File: src/logic/cxs_pkg.sv
package cxs_pkg;
  localparam int          WORD_W        = 16;
  localparam int          ADDR_W        = 32;
  // Interface register selects
  typedef enum logic [3:0] {
    REG_RESPONSE, REG_CONTROL, REG_SAVE, REG_RESTORE, REG_OP_WORD,
    REG_COMMAND, REG_RESERVED, REG_CONDITION, REG_OPERAND,
    REG_REG_SELECT, REG_INSTR_ADDR, REG_OPERAND_ADDR
  } cxs_reg_t;
  // Take-exception primitive layout
  localparam int          PRIM_ZERO_BIT = 15;
  localparam int          PRIM_PASS_BIT = 14;
  localparam int          PRIM_CODE_HI  = 13;
  localparam int          PRIM_CODE_LO  = 8;
  localparam logic [5:0]  CODE_PRE      = 6'h1C;
  localparam logic [5:0]  CODE_MID      = 6'h1D;
  localparam logic [5:0]  CODE_POST     = 6'h1E;
  localparam logic [1:0]  KIND_PRE      = 2'h0;
  localparam logic [1:0]  KIND_MID      = 2'h1;
  localparam logic [1:0]  KIND_POST     = 2'h2;
  localparam logic [15:0] PRIM_NULL     = 16'h0802;
  // Control register masks
  localparam logic [15:0] CTRL_EXC_ACK  = 16'h0002;
  localparam logic [15:0] CTRL_ABORT    = 16'h0001;
  // Vectors
  localparam logic [7:0]  VEC_PROTOCOL  = 8'h0D;
  localparam logic [7:0]  VEC_FORMAT    = 8'h0E;
  // Frame sizes in words, format words
  localparam logic [3:0]  FRAME_PRE     = 4'h4;
  localparam logic [3:0]  FRAME_MID     = 4'hA;
  localparam logic [3:0]  FRAME_POST    = 4'h6;
  localparam logic [15:0] FMT_INVALID   = 16'h0100;
  localparam logic [15:0] FMT_VALID_HI  = 16'h0200;
endpackage : cxs_pkg

File: src/logic/cxs_if.sv
interface cxs_if;
  logic                   req;
  logic                   wr;
  cxs_pkg::cxs_reg_t      sel;
  logic [15:0]            wdata;
  logic [15:0]            rdata;
  logic                   data_size_ack;
  modport main
  (
    output req, wr, sel, wdata,
    input  rdata, data_size_ack
  );
  modport copro
  (
    input  req, wr, sel, wdata,
    output rdata, data_size_ack
  );
endinterface : cxs_if

File: src/logic/cxs_main.sv
// Overview of operation
// - Mid primitive: 0,pass,011101,vector byte
// - Post primitive: 0,pass,011110,vector byte
// - Vector taken from primitive low byte
// - Write acknowledge mask before exception processing
// - Mid primitive builds ten-word frame
// - Mid frame: op address, arrival scan pointer
// - Mid frame address zero if unevaluated
// - Mid return rereads response register, continues
// - Post primitive builds six-word frame
// - Post frame: scan pointer, op address
// - Post: instruction done; resume at scan pointer
// - Coprocessor sends null when no exception is pending
// - Sequenced register access during command wait faults
// - Save/response reads, restore/control writes always allowed
// - Save/restore violations held until next instruction
// - Every access acknowledged; violation reported later
// - Main waits forever for acknowledge
// - Violation reported as mid primitive, vector 13
// - Format errors shown by invalid format word
// - Pre primitive builds four-word frame
// - Invalid format: abort mask, vector 14, four words
module cxs_main
(
  input  wire logic                ref_clk,
  input  wire logic                rst,
  cxs_if.main                      bus,
  input  wire logic                start,
  input  wire logic                op_restore,
  input  wire logic [15:0]         restore_word,
  input  wire logic [15:0]         command,
  input  wire logic [31:0]         op_addr,
  input  wire logic [31:0]         scan_pointer,
  input  wire logic [31:0]         eff_addr,
  input  wire logic                eff_addr_valid,
  input  wire logic                resume,
  output logic                     busy,
  output logic                     exc_valid,
  output logic [7:0]               exc_vector,
  output logic [3:0]               exc_frame_words,
  output logic [1:0]               exc_kind,
  output logic                     exc_pass_pc_flag,
  output logic [31:0]              frame_pc,
  output logic [31:0]              frame_scan_pointer,
  output logic [31:0]              frame_eff_addr,
  output logic                     resume_valid,
  output logic [31:0]              resume_addr,
  output logic [15:0]              last_response
);
  typedef enum logic [2:0] {
    ST_IDLE, ST_CMD, ST_RESP, ST_ACK, ST_WAIT_RET, ST_RST_WR, ST_ABORT
  } cxs_mst_t;

  typedef struct packed {
    cxs_mst_t    st;
    logic        req;
    logic        wr;
    cxs_pkg::cxs_reg_t sel;
    logic [15:0] wdata;
    logic        exc_valid;
    logic [7:0]  vec;
    logic [3:0]  words;
    logic [1:0]  kind;
    logic        pass;
    logic [31:0] fpc;
    logic [31:0] fscan;
    logic [31:0] fea;
    logic        res_valid;
    logic [31:0] res_addr;
    logic [15:0] resp;
  } cxs_mstate_t;

  cxs_mstate_t s_ff;
  cxs_mstate_t nxt_s;
  logic [1:0]  kind_bits;

  always_comb
  begin
    nxt_s = s_ff;
    nxt_s.exc_valid = 1'b0;
    nxt_s.res_valid = 1'b0;
    kind_bits = bus.rdata[9:8];
    unique case (s_ff.st)
      ST_IDLE:
      begin
        if (start)
        begin
          nxt_s.req = 1'b1;
          nxt_s.wr = 1'b1;
          nxt_s.sel = op_restore ? cxs_pkg::REG_RESTORE
                                 : cxs_pkg::REG_COMMAND;
          nxt_s.wdata = op_restore ? restore_word : command;
          nxt_s.st = op_restore ? ST_RST_WR : ST_CMD;
        end
      end
      ST_CMD:
      begin
        if (bus.data_size_ack)
        begin
          nxt_s.wr = 1'b0;
          nxt_s.sel = cxs_pkg::REG_RESPONSE;
          nxt_s.st = ST_RESP;
        end
      end
      ST_RST_WR:
      begin
        if (bus.data_size_ack && s_ff.wr)
        begin
          nxt_s.wr = 1'b0;
        end
        else if (bus.data_size_ack)
        begin
          nxt_s.req = 1'b0;
          if (bus.rdata == cxs_pkg::FMT_INVALID)
          begin
            nxt_s.req = 1'b1;
            nxt_s.wr = 1'b1;
            nxt_s.sel = cxs_pkg::REG_CONTROL;
            nxt_s.wdata = cxs_pkg::CTRL_ABORT;
            nxt_s.st = ST_ABORT;
          end
          else
          begin
            nxt_s.st = ST_IDLE;
          end
        end
      end
      ST_ABORT:
      begin
        if (bus.data_size_ack)
        begin
          nxt_s.req = 1'b0;
          nxt_s.exc_valid = 1'b1;
          nxt_s.vec = cxs_pkg::VEC_FORMAT;
          nxt_s.words = cxs_pkg::FRAME_PRE;
          nxt_s.kind = cxs_pkg::KIND_PRE;
          nxt_s.pass = 1'b0;
          nxt_s.fpc = op_addr;
          nxt_s.fscan = scan_pointer;
          nxt_s.fea = eff_addr;
          nxt_s.st = ST_WAIT_RET;
        end
      end
      ST_RESP:
      begin
        if (bus.data_size_ack)
        begin
          nxt_s.resp = bus.rdata;
          if (!bus.rdata[cxs_pkg::PRIM_ZERO_BIT] &&
              bus.rdata[cxs_pkg::PRIM_CODE_HI:cxs_pkg::PRIM_CODE_LO+2]
                == cxs_pkg::CODE_MID[5:2] && kind_bits != 2'h3)
          begin
            nxt_s.vec = bus.rdata[7:0];
            nxt_s.pass = bus.rdata[cxs_pkg::PRIM_PASS_BIT];
            nxt_s.kind = kind_bits;
            nxt_s.words = (kind_bits == cxs_pkg::KIND_MID)
                            ? cxs_pkg::FRAME_MID
                            : (kind_bits == cxs_pkg::KIND_POST)
                              ? cxs_pkg::FRAME_POST
                              : cxs_pkg::FRAME_PRE;
            nxt_s.fpc = op_addr;
            nxt_s.fscan = scan_pointer;
            nxt_s.fea = eff_addr_valid ? eff_addr : 32'h0000_0000;
            nxt_s.wr = 1'b1;
            nxt_s.sel = cxs_pkg::REG_CONTROL;
            nxt_s.wdata = cxs_pkg::CTRL_EXC_ACK;
            nxt_s.st = ST_ACK;
          end
          else
          begin
            nxt_s.req = 1'b0;
            nxt_s.st = ST_IDLE;
          end
        end
      end
      ST_ACK:
      begin
        if (bus.data_size_ack)
        begin
          nxt_s.req = 1'b0;
          nxt_s.exc_valid = 1'b1;
          nxt_s.st = ST_WAIT_RET;
        end
      end
      ST_WAIT_RET:
      begin
        if (resume)
        begin
          if (s_ff.kind == cxs_pkg::KIND_MID)
          begin
            nxt_s.req = 1'b1;
            nxt_s.wr = 1'b0;
            nxt_s.sel = cxs_pkg::REG_RESPONSE;
            nxt_s.st = ST_RESP;
          end
          else
          begin
            nxt_s.res_valid = 1'b1;
            nxt_s.res_addr = (s_ff.kind == cxs_pkg::KIND_POST)
                               ? s_ff.fscan : s_ff.fpc;
            nxt_s.st = ST_IDLE;
          end
        end
      end
      default:
      begin
        nxt_s.st = ST_IDLE;
      end
    endcase
  end

  always_ff @(posedge ref_clk)
  begin
    if (rst)
    begin
      s_ff <= '0;
    end
    else
    begin
      s_ff <= nxt_s;
    end
  end

  assign bus.req = s_ff.req;
  assign bus.wr = s_ff.wr;
  assign bus.sel = s_ff.sel;
  assign bus.wdata = s_ff.wdata;
  assign busy = (s_ff.st != ST_IDLE);
  assign exc_valid = s_ff.exc_valid;
  assign exc_vector = s_ff.vec;
  assign exc_frame_words = s_ff.words;
  assign exc_kind = s_ff.kind;
  assign exc_pass_pc_flag = s_ff.pass;
  assign frame_pc = s_ff.fpc;
  assign frame_scan_pointer = s_ff.fscan;
  assign frame_eff_addr = s_ff.fea;
  assign resume_valid = s_ff.res_valid;
  assign resume_addr = s_ff.res_addr;
  assign last_response = s_ff.resp;
endmodule : cxs_main

File: src/flat_wrapper.sv
// flat-port wrapper written by rule: the top's interface ports become plain ports
module cxs_main_flat 
  (ref_clk, rst, start, op_restore, restore_word, command, op_addr, scan_pointer, eff_addr, eff_addr_valid, resume, busy, exc_valid, exc_vector, exc_frame_words, exc_kind, exc_pass_pc_flag, frame_pc, frame_scan_pointer, frame_eff_addr, resume_valid, resume_addr, last_response, bus_req, bus_wr, bus_sel, bus_wdata, bus_rdata, bus_data_size_ack);
  cxs_if bus_i ();
  input  wire logic ref_clk;
  input  wire logic rst;
  input  wire logic start;
  input  wire logic op_restore;
  input  wire logic [15:0] restore_word;
  input  wire logic [15:0] command;
  input  wire logic [31:0] op_addr;
  input  wire logic [31:0] scan_pointer;
  input  wire logic [31:0] eff_addr;
  input  wire logic eff_addr_valid;
  input  wire logic resume;
  output logic busy;
  output logic exc_valid;
  output logic [7:0] exc_vector;
  output logic [3:0] exc_frame_words;
  output logic [1:0] exc_kind;
  output logic exc_pass_pc_flag;
  output logic [31:0] frame_pc;
  output logic [31:0] frame_scan_pointer;
  output logic [31:0] frame_eff_addr;
  output logic resume_valid;
  output logic [31:0] resume_addr;
  output logic [15:0] last_response;
  output wire logic [$bits(bus_i.req)-1:0] bus_req;
  output wire logic [$bits(bus_i.wr)-1:0] bus_wr;
  output wire logic [$bits(bus_i.sel)-1:0] bus_sel;
  output wire logic [$bits(bus_i.wdata)-1:0] bus_wdata;
  input wire logic [$bits(bus_i.rdata)-1:0] bus_rdata;
  input wire logic [$bits(bus_i.data_size_ack)-1:0] bus_data_size_ack;
  assign bus_req = bus_i.req;
  assign bus_wr = bus_i.wr;
  assign bus_sel = bus_i.sel;
  assign bus_wdata = bus_i.wdata;
  assign bus_i.rdata = bus_rdata;
  assign bus_i.data_size_ack = bus_data_size_ack;
  cxs_main u_core (.ref_clk(ref_clk), .rst(rst), .bus(bus_i), .start(start), .op_restore(op_restore), .restore_word(restore_word), .command(command), .op_addr(op_addr), .scan_pointer(scan_pointer), .eff_addr(eff_addr), .eff_addr_valid(eff_addr_valid), .resume(resume), .busy(busy), .exc_valid(exc_valid), .exc_vector(exc_vector), .exc_frame_words(exc_frame_words), .exc_kind(exc_kind), .exc_pass_pc_flag(exc_pass_pc_flag), .frame_pc(frame_pc), .frame_scan_pointer(frame_scan_pointer), .frame_eff_addr(frame_eff_addr), .resume_valid(resume_valid), .resume_addr(resume_addr), .last_response(last_response));
endmodule
File: config.mk
export PLATFORM = sky130hd
export DESIGN_NAME = cxs_main_flat
export DESIGN_NICKNAME = d
export VERILOG_FILES = /design/src/logic/cxs_pkg.sv /design/src/logic/cxs_if.sv /design/src/logic/cxs_main.sv /design/src/flat_wrapper.sv
export SDC_FILE = /design/constraint.sdc
export NUM_CORES = 1
export LEC_CHECK = 0
export BUFFER_PORTS_ARGS = -buffer_cell sky130_fd_sc_hd__buf_2
export CAP_MARGIN = 20
export CORE_AREA = 4 4 208 189
export CTS_CLUSTER_SIZE = 12
export DETAILED_ROUTE_END_ITERATION = 8
export DIE_AREA = 0 0 212 193
export PLACE_DENSITY_LB_ADDON = 0.2
export SYNTH_ARGS = -nofsm -noshare
export SYNTH_HDL_FRONTEND = slang
export SYNTH_SLANG_ARGS = --single-unit
File: constraint.sdc
create_clock -name ref_clk -period 3.68 [get_ports ref_clk]
set_input_delay 0.92 -clock ref_clk [delete_from_list [all_inputs] [get_ports ref_clk]]
set_output_delay 0.92 -clock ref_clk [all_outputs]
set_load 0.02 [all_outputs]
==> results.json, run 1 <==
{
  "status": "finished clean",
  "rsz0062_at_grt": "no",
  "grt_pass1_vias": 7378,
  "min_path_type": "reg -> reg",
  "core_area_mm2": 0.0371,
  "cp-start-kind": "flop",
  "io_buffers": 332,
  "drc_errors": 0,
  "nFillCells": 4049,
  "synth_top_flop_cell": "dfxtp_1",
  "clk_pin_slew_worst_paths_ns": 0.07,
  "first_iter_violations": 327,
  "pwr_density_cell_mw_per_mm2": 558,
  "required_ns": 2.76,
  "numCtsBuffers": 17,
  "ir_worst_vdd_v": 0.000290,
  "pin_count": 335,
  "ys_top_cells_by_area": "dfxtp_1, buf_4, mux2i_1",
  "track_usage_pct": 13.5,
  "yosysSeqAreaShare_pct": 40.0,
  "clkSinkCount": 184,
  "clock_latency_ns": 0.45,
  "gp_congestion": 0.774,
  "yosys.area.top_type_share_pct": 40.0,
  "fin_setup_tns_ns": 0,
  "final_max_slew_viol_count": 0,
  "hold_viol": 0,
  "grt_pass1_wl_mm": 42.9,
  "num_rows": 67,
  "synthCells": 1087,
  "drt_wl_total_mm": 28.9,
  "max_slew_margin_pct": 49.6,
  "syn_area_mm2": 0.00920,
  "slowest_delay_ns": 0.72,
  "start_util_pct": 24.8,
  "yosys_warnings": 0,
  "overflow": 0,
  "area_delta_synth_final_pct": 15.8,
  "finalPower_mw": 5.94,
  "cp-end-kind": "output port",
  "drt-wirelength-per-cell_um": 17.0,
  "async_flop_share_pct": 0,
  "dieArea_mm2": 0.0409,
  "ys_ff_latch": 184,
  "drv_cap": 0,
  "drive_gt1_share_pct": 33.4,
  "synth_cell_type_count": 50,
  "antenna_left": 0,
  "fin_skew_ns": 0.00736,
  "worst_slew_pin_slew_ns": 0.756,
  "yosysTopAreaCell": "dfxtp_1",
  "avgSynthCellArea_um2": 8.46,
  "dieHeight_um": 193,
  "layout_min_cycle_time_ns": 2.67,
  "dpl.hpwl_mm": 20.8,
  "clock.fmax_ghz": 0.374,
  "cts_max_level": 4,
  "period_share_pct": 72.7,
  "via_per_inst": 4.42,
  "slowest_stage": "dfxtp_1",
  "crit_chain": "nor2_1 -> nand2_1 -> buf_2",
  "synth_edf_count": 0,
  "crit_type": "reg -> out",
  "drt-pass1-iter-count": 4,
  "critPathMaxFanout": 18,
  "antenna_found_initial": 1,
  "die_w_um": 212,
  "cts_tree": "yes",
  "cts_resized": 0,
  "cts_hold_buf": 0,
  "grt_max_degree": 66,
  "cts-root-buf": "clkbuf_16",
  "fin_nets": 1353,
  "leakage_nw": 4.70,
  "clockBufferDepth": 2,
  "dr_total_vias": 7495,
  "cts_setup_buffers": 0,
  "setup-violations-final": 0,
  "arrival_ns": 1.75
}
-- worst max-delay path, delay by kind of cell, from the launching register on --
| family | cells | cell delay (ns) |
|---|---|---|
| buffers and inverters | 1 | 0.19 |
| DFF | 1 | 0.72 |
| and+or+nand+nor | 2 | 0.39 |
-- area by class of cell --
| type | count | area [um^2] | share of cell area, % |
|---|---|---|---|
| multi-input cells | 642 | 3830 | 36.0 |
| flip-flops and latches | 184 | 3680 | 34.6 |
| repair buffers | 350 | 1880 | 17.6 |
| well taps | 483 | 604 | 5.67 |
| clock buffers | 20 | 467 | 4.38 |
| clock inverters | 12 | 165 | 1.55 |
| inverters | 5 | 18.8 | 0.176 |
| diodes | 1 | 2.50 | 0.0235 |
-- sequential cells by signal, summed over array words and instances, names as in the netlist, 2 cells and up --
signal,count
u_core.last_response,16
u_core.resume_addr,32
u_core.exc_vector,8
u_core.frame_scan_pointer,32
u_core.frame_eff_addr,32
u_core.exc_frame_words,3
u_core.exc_kind,2
u_core.bus.wdata,16
u_core.s_ff,3
u_core.bus.sel,3
u_core.frame_pc,32
-- metrics by stage --
step	util, %	cells	worst slack [ns]	instance area [um^2]	hold slack (ns)
finish	28.7	1697	1.01	10700	0.451
CTS	28.7	1696	1.01	10600	0.454
global placement	27.0	1664	0.649	10000	0.437
floorplan	-	1088	1.14	9200	0.432
detailed placement	27.0	1664	0.625	10000	0.443
global route	28.7	1697	0.789	10700	0.470
-- cells in the mapped netlist, drive strengths merged, types with 9 or more instances --
master  number
a211oi      35
a21oi      113
and2        23
buf        214
clkbuf      43
dfxtp      184
mux2        16
mux2i       71
nand2      129
nand3       49
nand3b      40
nor2        82
nor2b       19
o21ai        9
-- routing by layer --
layer	vias to the layer above	routed length, um	track usage, %
met5	-	0	0
li1	3725	-	-
met3	21	1980	4.45
met2	210	13300	20.7
met1	3539	13200	18.0
met4	0	420	4.14
-- power by group --
| part | total (mW) | internal (mW) | switching (mW) |
|---|---|---|---|
| combinational | 1.59 | 0.625 | 0.963 |
| sequential | 2.33 | 2.19 | 0.140 |
| clock | 2.02 | 1.13 | 0.889 |
| total | 5.94 | 3.95 | 1.99 |
-- logic make-up (layout without fill, tap and decap cells) --
kind of cell,count (synthesis),count (layout),share of synthesized area [%]
simple gates,370,370,19.5
buf+inv,262,387,18.6
flops,184,184,40.0
compound gates,178,178,11.5
mux,87,87,9.69
fa+ha+maj,3,3,0.381
xor+xnor,2,2,0.190
other cells,1,3,0.0408
-- path summary, 6_finish.rpt --
path                                          start                                     end  slack (ns)  cells past startpoint
setup / recovery      u_core.s_ff[185]$_SDFFE_PP0P_                                    busy        1.01                      3
hold / removal    u_core.exc_vector[4]$_SDFFE_PP0P_       u_core.exc_vector[4]$_SDFFE_PP0P_        0.45                      2
setup reg to reg      u_core.s_ff[183]$_SDFFE_PP0P_  u_core.frame_eff_addr[13]$_SDFFE_PP0P_        1.05                      5
hold reg to reg   u_core.exc_vector[4]$_SDFFE_PP0P_       u_core.exc_vector[4]$_SDFFE_PP0P_        0.45                      2
-- cells in the final DEF (no fill, tap or decap), types with 3 or more instances in the layout --
master      instances
clkbuf_8            3
a21oi_1           111
buf_4              12
mux2_1              8
and2_1             17
nor3_1              3
nor2_1             82
buf_12              6
or3_1               4
clkinvlp_4          4
a31o_2              3
nand2_1           128
a211oi_1           35
nand3_1            49
o221a_2             3
a22oi_1             4
nand3b_1           40
and2_0              5
bufinv_16           3
nor2b_1            19
nor4_1              3
o21ai_0             7
nand2b_1            4
dfxtp_1           184
clkbuf_16          17
mux2i_1            71
mux2_2              8
buf_2             331
inv_1               5
Power figures use the tool's default switching activity.
==> inputs of run 2 (changes only) <==
--- a/config.mk
+++ b/config.mk
@@ -5,12 +5,13 @@
 export SDC_FILE = /design/constraint.sdc
 export NUM_CORES = 1
 export LEC_CHECK = 0
+export ABC_AREA = 1
 export BUFFER_PORTS_ARGS = -buffer_cell sky130_fd_sc_hd__buf_2
 export CAP_MARGIN = 20
-export CORE_AREA = 4 4 208 189
+export CORE_AREA = 4 4 205 187
 export CTS_CLUSTER_SIZE = 12
 export DETAILED_ROUTE_END_ITERATION = 8
-export DIE_AREA = 0 0 212 193
+export DIE_AREA = 0 0 209 191
 export PLACE_DENSITY_LB_ADDON = 0.2
 export SYNTH_ARGS = -nofsm -noshare
 export SYNTH_HDL_FRONTEND = slang
==> constraint.sdc (replaced) <==
create_clock -name ref_clk -period 2.4 [get_ports ref_clk]
set_input_delay 0.6 -clock ref_clk [delete_from_list [all_inputs] [get_ports ref_clk]]
set_output_delay 0.6 -clock ref_clk [all_outputs]
set_load 0.02 [all_outputs]
==> results.json, run 2 <==
{
  "status": "finished clean",
  "netlist_top_cells_count": "nand2_1, dfxtp_1, buf_4",
  "drc_errors": 0,
  "synthMuxAreaShare_pct": 0,
  "dieArea_mm2": 0.0399,
  "dr_total_vias": 8047,
  "finalPower_mw": 9.72,
  "final-seq-area_mm2": 0.00368,
  "clock.fmax_ghz": 0.467,
  "synth_top_family_by_area": "simple AND/OR/NAND/NOR gates",
  "dpl.hpwl_mm": 21.9,
  "synth_edf_count": 0,
  "leakage_nw": 4.50,
  "fin_skew_ns": 0.0120,
  "multi_input_area_mm2": 0.00344,
  "timing.hold.ws_ns": 0.408,
  "final_max_slew_viol_count": 0,
  "ys_top_cells_by_area": "dfxtp_1, buf_4, nand2_1",
  "async_flop_share_pct": 0,
  "fin_nets": 1472,
  "yosysTopAreaCell": "dfxtp_1",
  "slowest_delay_ns": 0.45,
  "critPathMaxFanout": 8,
  "ir_worst_vdd_v": 0.000473,
  "overflow": 0,
  "max_slew_margin_pct": 56.2,
  "yosys.area.top_type_share_pct": 40.9,
  "cts_max_level": 4,
  "io_buffers": 332,
  "cts_resized": 0,
  "startpoint": "u_core.s_ff[184]$_SDFFE_PP0P_",
  "reg2reg_slack_ns": 0.37,
  "die_w_um": 209,
  "fin_setup_tns_ns": 0,
  "final_common_cell": "buf_2",
  "critical-path-top-delay-family": "buffers and inverters",
  "most-common-layout-cells": "buf_2, nand2_1, dfxtp_1",
  "drt-wirelength-per-cell_um": 17.2,
  "clockBufferDepth": 2,
  "cts-root-buf": "clkbuf_16",
  "area_delta_synth_final_pct": 15.9,
  "rsz0062_at_grt": "no",
  "antenna_left": 0,
  "synth_top_flop_cell": "dfxtp_1",
  "dieHeight_um": 191,
  "gp_congestion": 0.825,
  "drt_wl_total_mm": 31.2,
  "yosys_warnings": 0,
  "min_path_type": "in -> reg",
  "ys_ff_latch": 184,
  "grt_pass1_vias": 7829,
  "clk_pin_slew_worst_paths_ns": 0.07,
  "cp-start-kind": "flop",
  "drt-pass1-iter-count": 5,
  "worst_slew_pin_slew_ns": 0.656,
  "synthXorXnorAreaFrac_pct": 0,
  "cts_hold_buf": 0,
  "cts_setup_buffers": 0,
  "period_share_pct": 89.3,
  "setup-violations-final": 0,
  "num_rows": 66,
  "dp_cells": 1776,
  "start_util_pct": 25.0,
  "required_ns": 1.80,
  "synthCells": 1196,
  "yosys.area_share.simple_pct": 24.1,
  "synth_compound_area_share_pct": 13.7,
  "slowest_stage": "dfxtp_1",
  "track_usage_pct": 15.0,
  "fin_cells": 1810,
  "cp-end-kind": "output port",
  "via_per_inst": 4.45,
  "clock_latency_ns": 0.44,
  "layout_min_cycle_time_ns": 2.14,
  "syn_area_mm2": 0.00900,
  "hold_viol": 0,
  "crit_chain": "buf_4 -> inv_1 -> nand2_1 -> buf_2",
  "antenna_found_initial": 2,
  "core_area_mm2": 0.0360,
  "drive_gt1_share_pct": 31.8,
  "arrival_ns": 1.54,
  "synth_most_common_cell": "nand2_1",
  "cts_tree": "yes",
  "crit_type": "reg -> out",
  "nFillCells": 4008,
  "final_util_pct": 29.0,
  "grt_pass1_wl_mm": 47.2,
  "pwr_density_cell_mw_per_mm2": 932,
  "synth_fa_ha_area_share_pct": 0.278,
  "grt_max_degree": 73,
  "pin_count": 335,
  "clkSinkCount": 184,
  "min-delay-start": "eff_addr[18]",
  "drv_cap": 0,
  "numCtsBuffers": 17,
  "cp.buffers_inverters": 3,
  "yosysSeqAreaShare_pct": 40.9,
  "synth_cell_type_count": 34,
  "avgSynthCellArea_um2": 7.52,
  "r2r_start": "u_core.s_ff[183]$_SDFFE_PP0P_",
  "first_iter_violations": 510
}
-- run 2: cell types whose count changed after synthesis, moves of 16 or more --
cell / previous run / this run
a211oi_1: 35 / 3
a21oi_1: 112 / 137
a31oi_1: 0 / 32
and2_1: 18 / 0
inv_1: 5 / 21
mux2i_1: 71 / 0
nand2_1: 128 / 224
nand3_1: 49 / 147
nand3b_1: 40 / 1
nor2b_1: 19 / 0
o21ai_0: 7 / 32
o21ai_1: 1 / 24
-- run 2: per-layer routing --
layer / up-vias / track usage, % / part of all wire, %
li1: 4038 / - / -
met1: 3735 / 20.4 / 47
met2: 256 / 23.0 / 44
met3: 18 / 5.30 / 7.6
met4: 0 / 3.09 / 1.1
met5: - / 0 / 0
-- run 2: worst register-to-register path, cell delays in order, from the launching register on --
cell     delay [ns]
dfxtp_1        0.41
nor2_4         0.23
nand2_4        0.12
inv_4          0.15
nand2_4        0.09
nand2_4        0.10
buf_4          0.47
a21oi_1        0.13
a21oi_1        0.15
nor2_1         0.05
-- run 2: path summary, 6_finish.rpt --
kind	endpoint	cells after the start
setup / recovery	busy	4
hold / removal	u_core.frame_eff_addr[18]$_SDFFE_PP0P_	3
setup reg to reg	u_core.exc_frame_words[2]$_SDFFE_PP0P_	9
hold reg to reg	u_core.frame_eff_addr[19]$_SDFFE_PP0P_	2
-- run 2: kinds of logic (layout without fill, tap and decap cells) --
logic type / after synthesis / count (layout)
and+or+nand+nor: 487 / 487
buffers and inverters: 288 / 423
other: 1 / 4
DFF: 184 / 184
AOI/OAI and AO/OA: 234 / 234
adders and majority gates: 2 / 2
-- run 2: layout make-up --
class                      count  area share, %
clock inverter                12           1.36
timing repair buffer         362           19.1
inverter                      29           1.14
multi-input combinational    725           32.9
tap                          476           5.71
sequential                   184           35.3
antenna                        2         0.0480
clock buffer                  20           4.38
-- run 2: power by group --
| group | switching (mW) | internal, mW | total, mW |
|---|---|---|---|
| sequential | 0.242 | 3.45 | 3.69 |
| clock | 1.33 | 1.61 | 2.94 |
| combinational | 2.13 | 0.964 | 3.09 |
| total | 3.70 | 6.02 | 9.72 |
-- run 2: through the flow --
step	worst slack, ns	cell area [um^2]
after floorplan	0.581	9000
after global placement	0.165	9820
after detailed placement	0.185	9820
after CTS	0.213	10400
after global routing	0.145	10400
final	0.257	10400
==> inputs of run 3 (changes only) <==
--- a/config.mk
+++ b/config.mk
@@ -13,6 +13,7 @@
 export DETAILED_ROUTE_END_ITERATION = 8
 export DIE_AREA = 0 0 209 191
 export PLACE_DENSITY_LB_ADDON = 0.2
+export RECOVER_POWER = 50
 export SYNTH_ARGS = -nofsm -noshare
 export SYNTH_HDL_FRONTEND = slang
 export SYNTH_SLANG_ARGS = --single-unit
==> results.json, run 3 (same netlist as run 2, synthesis figures left out) <==
{
  "clock.fmax_ghz": 0.469,
  "cts_max_level": 4,
  "cts_resized": 0,
  "internal_power_mw": 5.91,
  "via_per_inst": 4.49,
  "required_ns": 1.80,
  "drt-wirelength-per-cell_um": 17.2,
  "whs_endpoint": "u_core.frame_eff_addr[18]$_SDFFE_PP0P_",
  "power_frac_comb_pct": 31.0,
  "most-common-layout-cells": "nand2_1, dfxtp_1, clkbuf_1",
  "pwr-share-clk_pct": 30.5,
  "gp_congestion": 0.825,
  "cts_tree": "yes",
  "dr.max_layer_used": "met4",
  "timing.hold.ws_ns": 0.409,
  "slowest_delay_ns": 0.44,
  "first_iter_violations": 459,
  "crit_chain": "buf_4 -> inv_1 -> nand2_1 -> buf_2",
  "power_switching_mw": 3.72,
  "grt_pass1_wl_mm": 47.2,
  "antenna_found_initial": 2,
  "core_area_mm2": 0.0360,
  "wl_met2_mm": 13.8,
  "setup-violations-final": 0,
  "ir_worst_vdd_v": 0.000472,
  "period_share_pct": 88.9,
  "final_max_slew_viol_count": 0,
  "r2r-end": "u_core.exc_vector[3]$_SDFFE_PP0P_",
  "startpoint": "u_core.s_ff[184]$_SDFFE_PP0P_",
  "sequentialPowerShare_pct": 38.4,
  "overflow": 0,
  "cts-root-buf": "clkbuf_16",
  "hold_depth": 3,
  "grt_pass1_vias": 7829,
  "hold_viol": 0,
  "routed-wl-met3_mm": 2.45,
  "pin_count": 335,
  "arrival_ns": 1.53,
  "nFillCells": 4091,
  "crit_type": "reg -> out",
  "max_slew_margin_pct": 57.6,
  "drv_cap": 0,
  "cts_setup_buffers": 0,
  "dpl.hpwl_mm": 21.9,
  "cp.buffers_inverters": 3,
  "status": "finished clean",
  "fin_setup_tns_ns": 0,
  "antenna_left": 0,
  "cts_hold_buf": 0,
  "pwr_density_cell_mw_per_mm2": 944,
  "grt_max_degree": 73,
  "fin_skew_ns": 0.0104,
  "critical-path-top-delay-family": "buffers and inverters",
  "dieHeight_um": 191,
  "dieArea_mm2": 0.0399,
  "io_buffers": 332,
  "critPathMaxFanout": 8,
  "slowest_stage": "dfxtp_1",
  "clock_latency_ns": 0.44,
  "worst_slew_pin_slew_ns": 0.635,
  "final_common_cell": "nand2_1",
  "area_delta_synth_final_pct": 13.4,
  "worstRegToRegCells": 8,
  "dr_total_vias": 8122,
  "drc_errors": 0,
  "clockBufferDepth": 2,
  "r2r_start": "u_core.s_ff[183]$_SDFFE_PP0P_",
  "num_rows": 66,
  "sw_frac_of_total_pct": 38.6,
  "reg2reg_slack_ns": 0.38,
  "min-delay-start": "eff_addr[18]",
  "numCtsBuffers": 17,
  "drt_wl_total_mm": 31.2,
  "clk_pin_slew_worst_paths_ns": 0.07,
  "cp-end-kind": "output port",
  "clkSinkCount": 184,
  "rsz0062_at_grt": "no",
  "fin_nets": 1472,
  "drt-pass1-iter-count": 5,
  "die_w_um": 209,
  "start_util_pct": 25.0,
  "cp-start-kind": "flop",
  "track_usage_pct": 15.0,
  "leakage_nw": 3.73,
  "wl_met1_mm": 14.6,
  "drive_gt1_share_pct": 18.3,
  "min_path_type": "in -> reg",
  "layout_min_cycle_time_ns": 2.13
}
## run 3: power by group through the flow
stage / clock (mW) / combinational [mW] / sequential (mW)
final: 2.94 / 2.99 / 3.70
after global routing: 3.16 / 3.33 / 3.75
after CTS: 3.07 / 3.15 / 3.69
after detailed placement: 0 / 3.14 / 3.76
after global placement: 0 / 3.15 / 3.75
after floorplan: 0 / 2.57 / 3.70
## run 3: worst min-delay path, stage by stage
cell and delay (ns):
buf_2 0.10, nand3_2 0.06, a21oi_1 0.05
## run 3: how the worst max path moves through the flow
stage / endpoint / cells after the start
6_report: busy / 4
5_1_grt: u_core.exc_vector[3]$_SDFFE_PP0P_ / 8
4_1_cts: busy / 4
2_1_floorplan: u_core.bus.wdata[10]$_SDFFE_PP0P_ / 10
3_3_place_gp: u_core.exc_frame_words[2]$_SDFFE_PP0P_ / 10
3_5_place_dp: u_core.exc_frame_words[2]$_SDFFE_PP0P_ / 10
## run 3: final cells by class
class,count,area (um^2),area share (%)
diodes,2,5.00,0.0491
flip-flops and latches,184,3680,36.1
multi-input cells,725,3430,33.7
clock inverters,12,141,1.39
repair buffers,362,1760,17.3
well taps,476,596,5.84
clock buffers,20,457,4.48
inverters,29,119,1.17
## run 3: per-stage QoR
step                      total power, mW  util, %  std cells  worst slack [ns]  area, um^2
after global placement               6.90     27.3       1776             0.165        9820
after detailed placement             6.90     27.3       1776             0.185        9820
after floorplan                      6.27        -       1197             0.581        9000
final                                9.63     28.3       1810             0.266       10200
after global routing                 10.2     28.3       1809             0.115       10200
after CTS                            9.91     28.9       1808             0.213       10400
## run 3: per-layer routing
metal / vias to the layer above / global-route usage (%)
met2: 264 / 23.0
met5: - / 0
met4: 0 / 3.09
met3: 20 / 5.30
li1: 4043 / -
met1: 3795 / 20.4
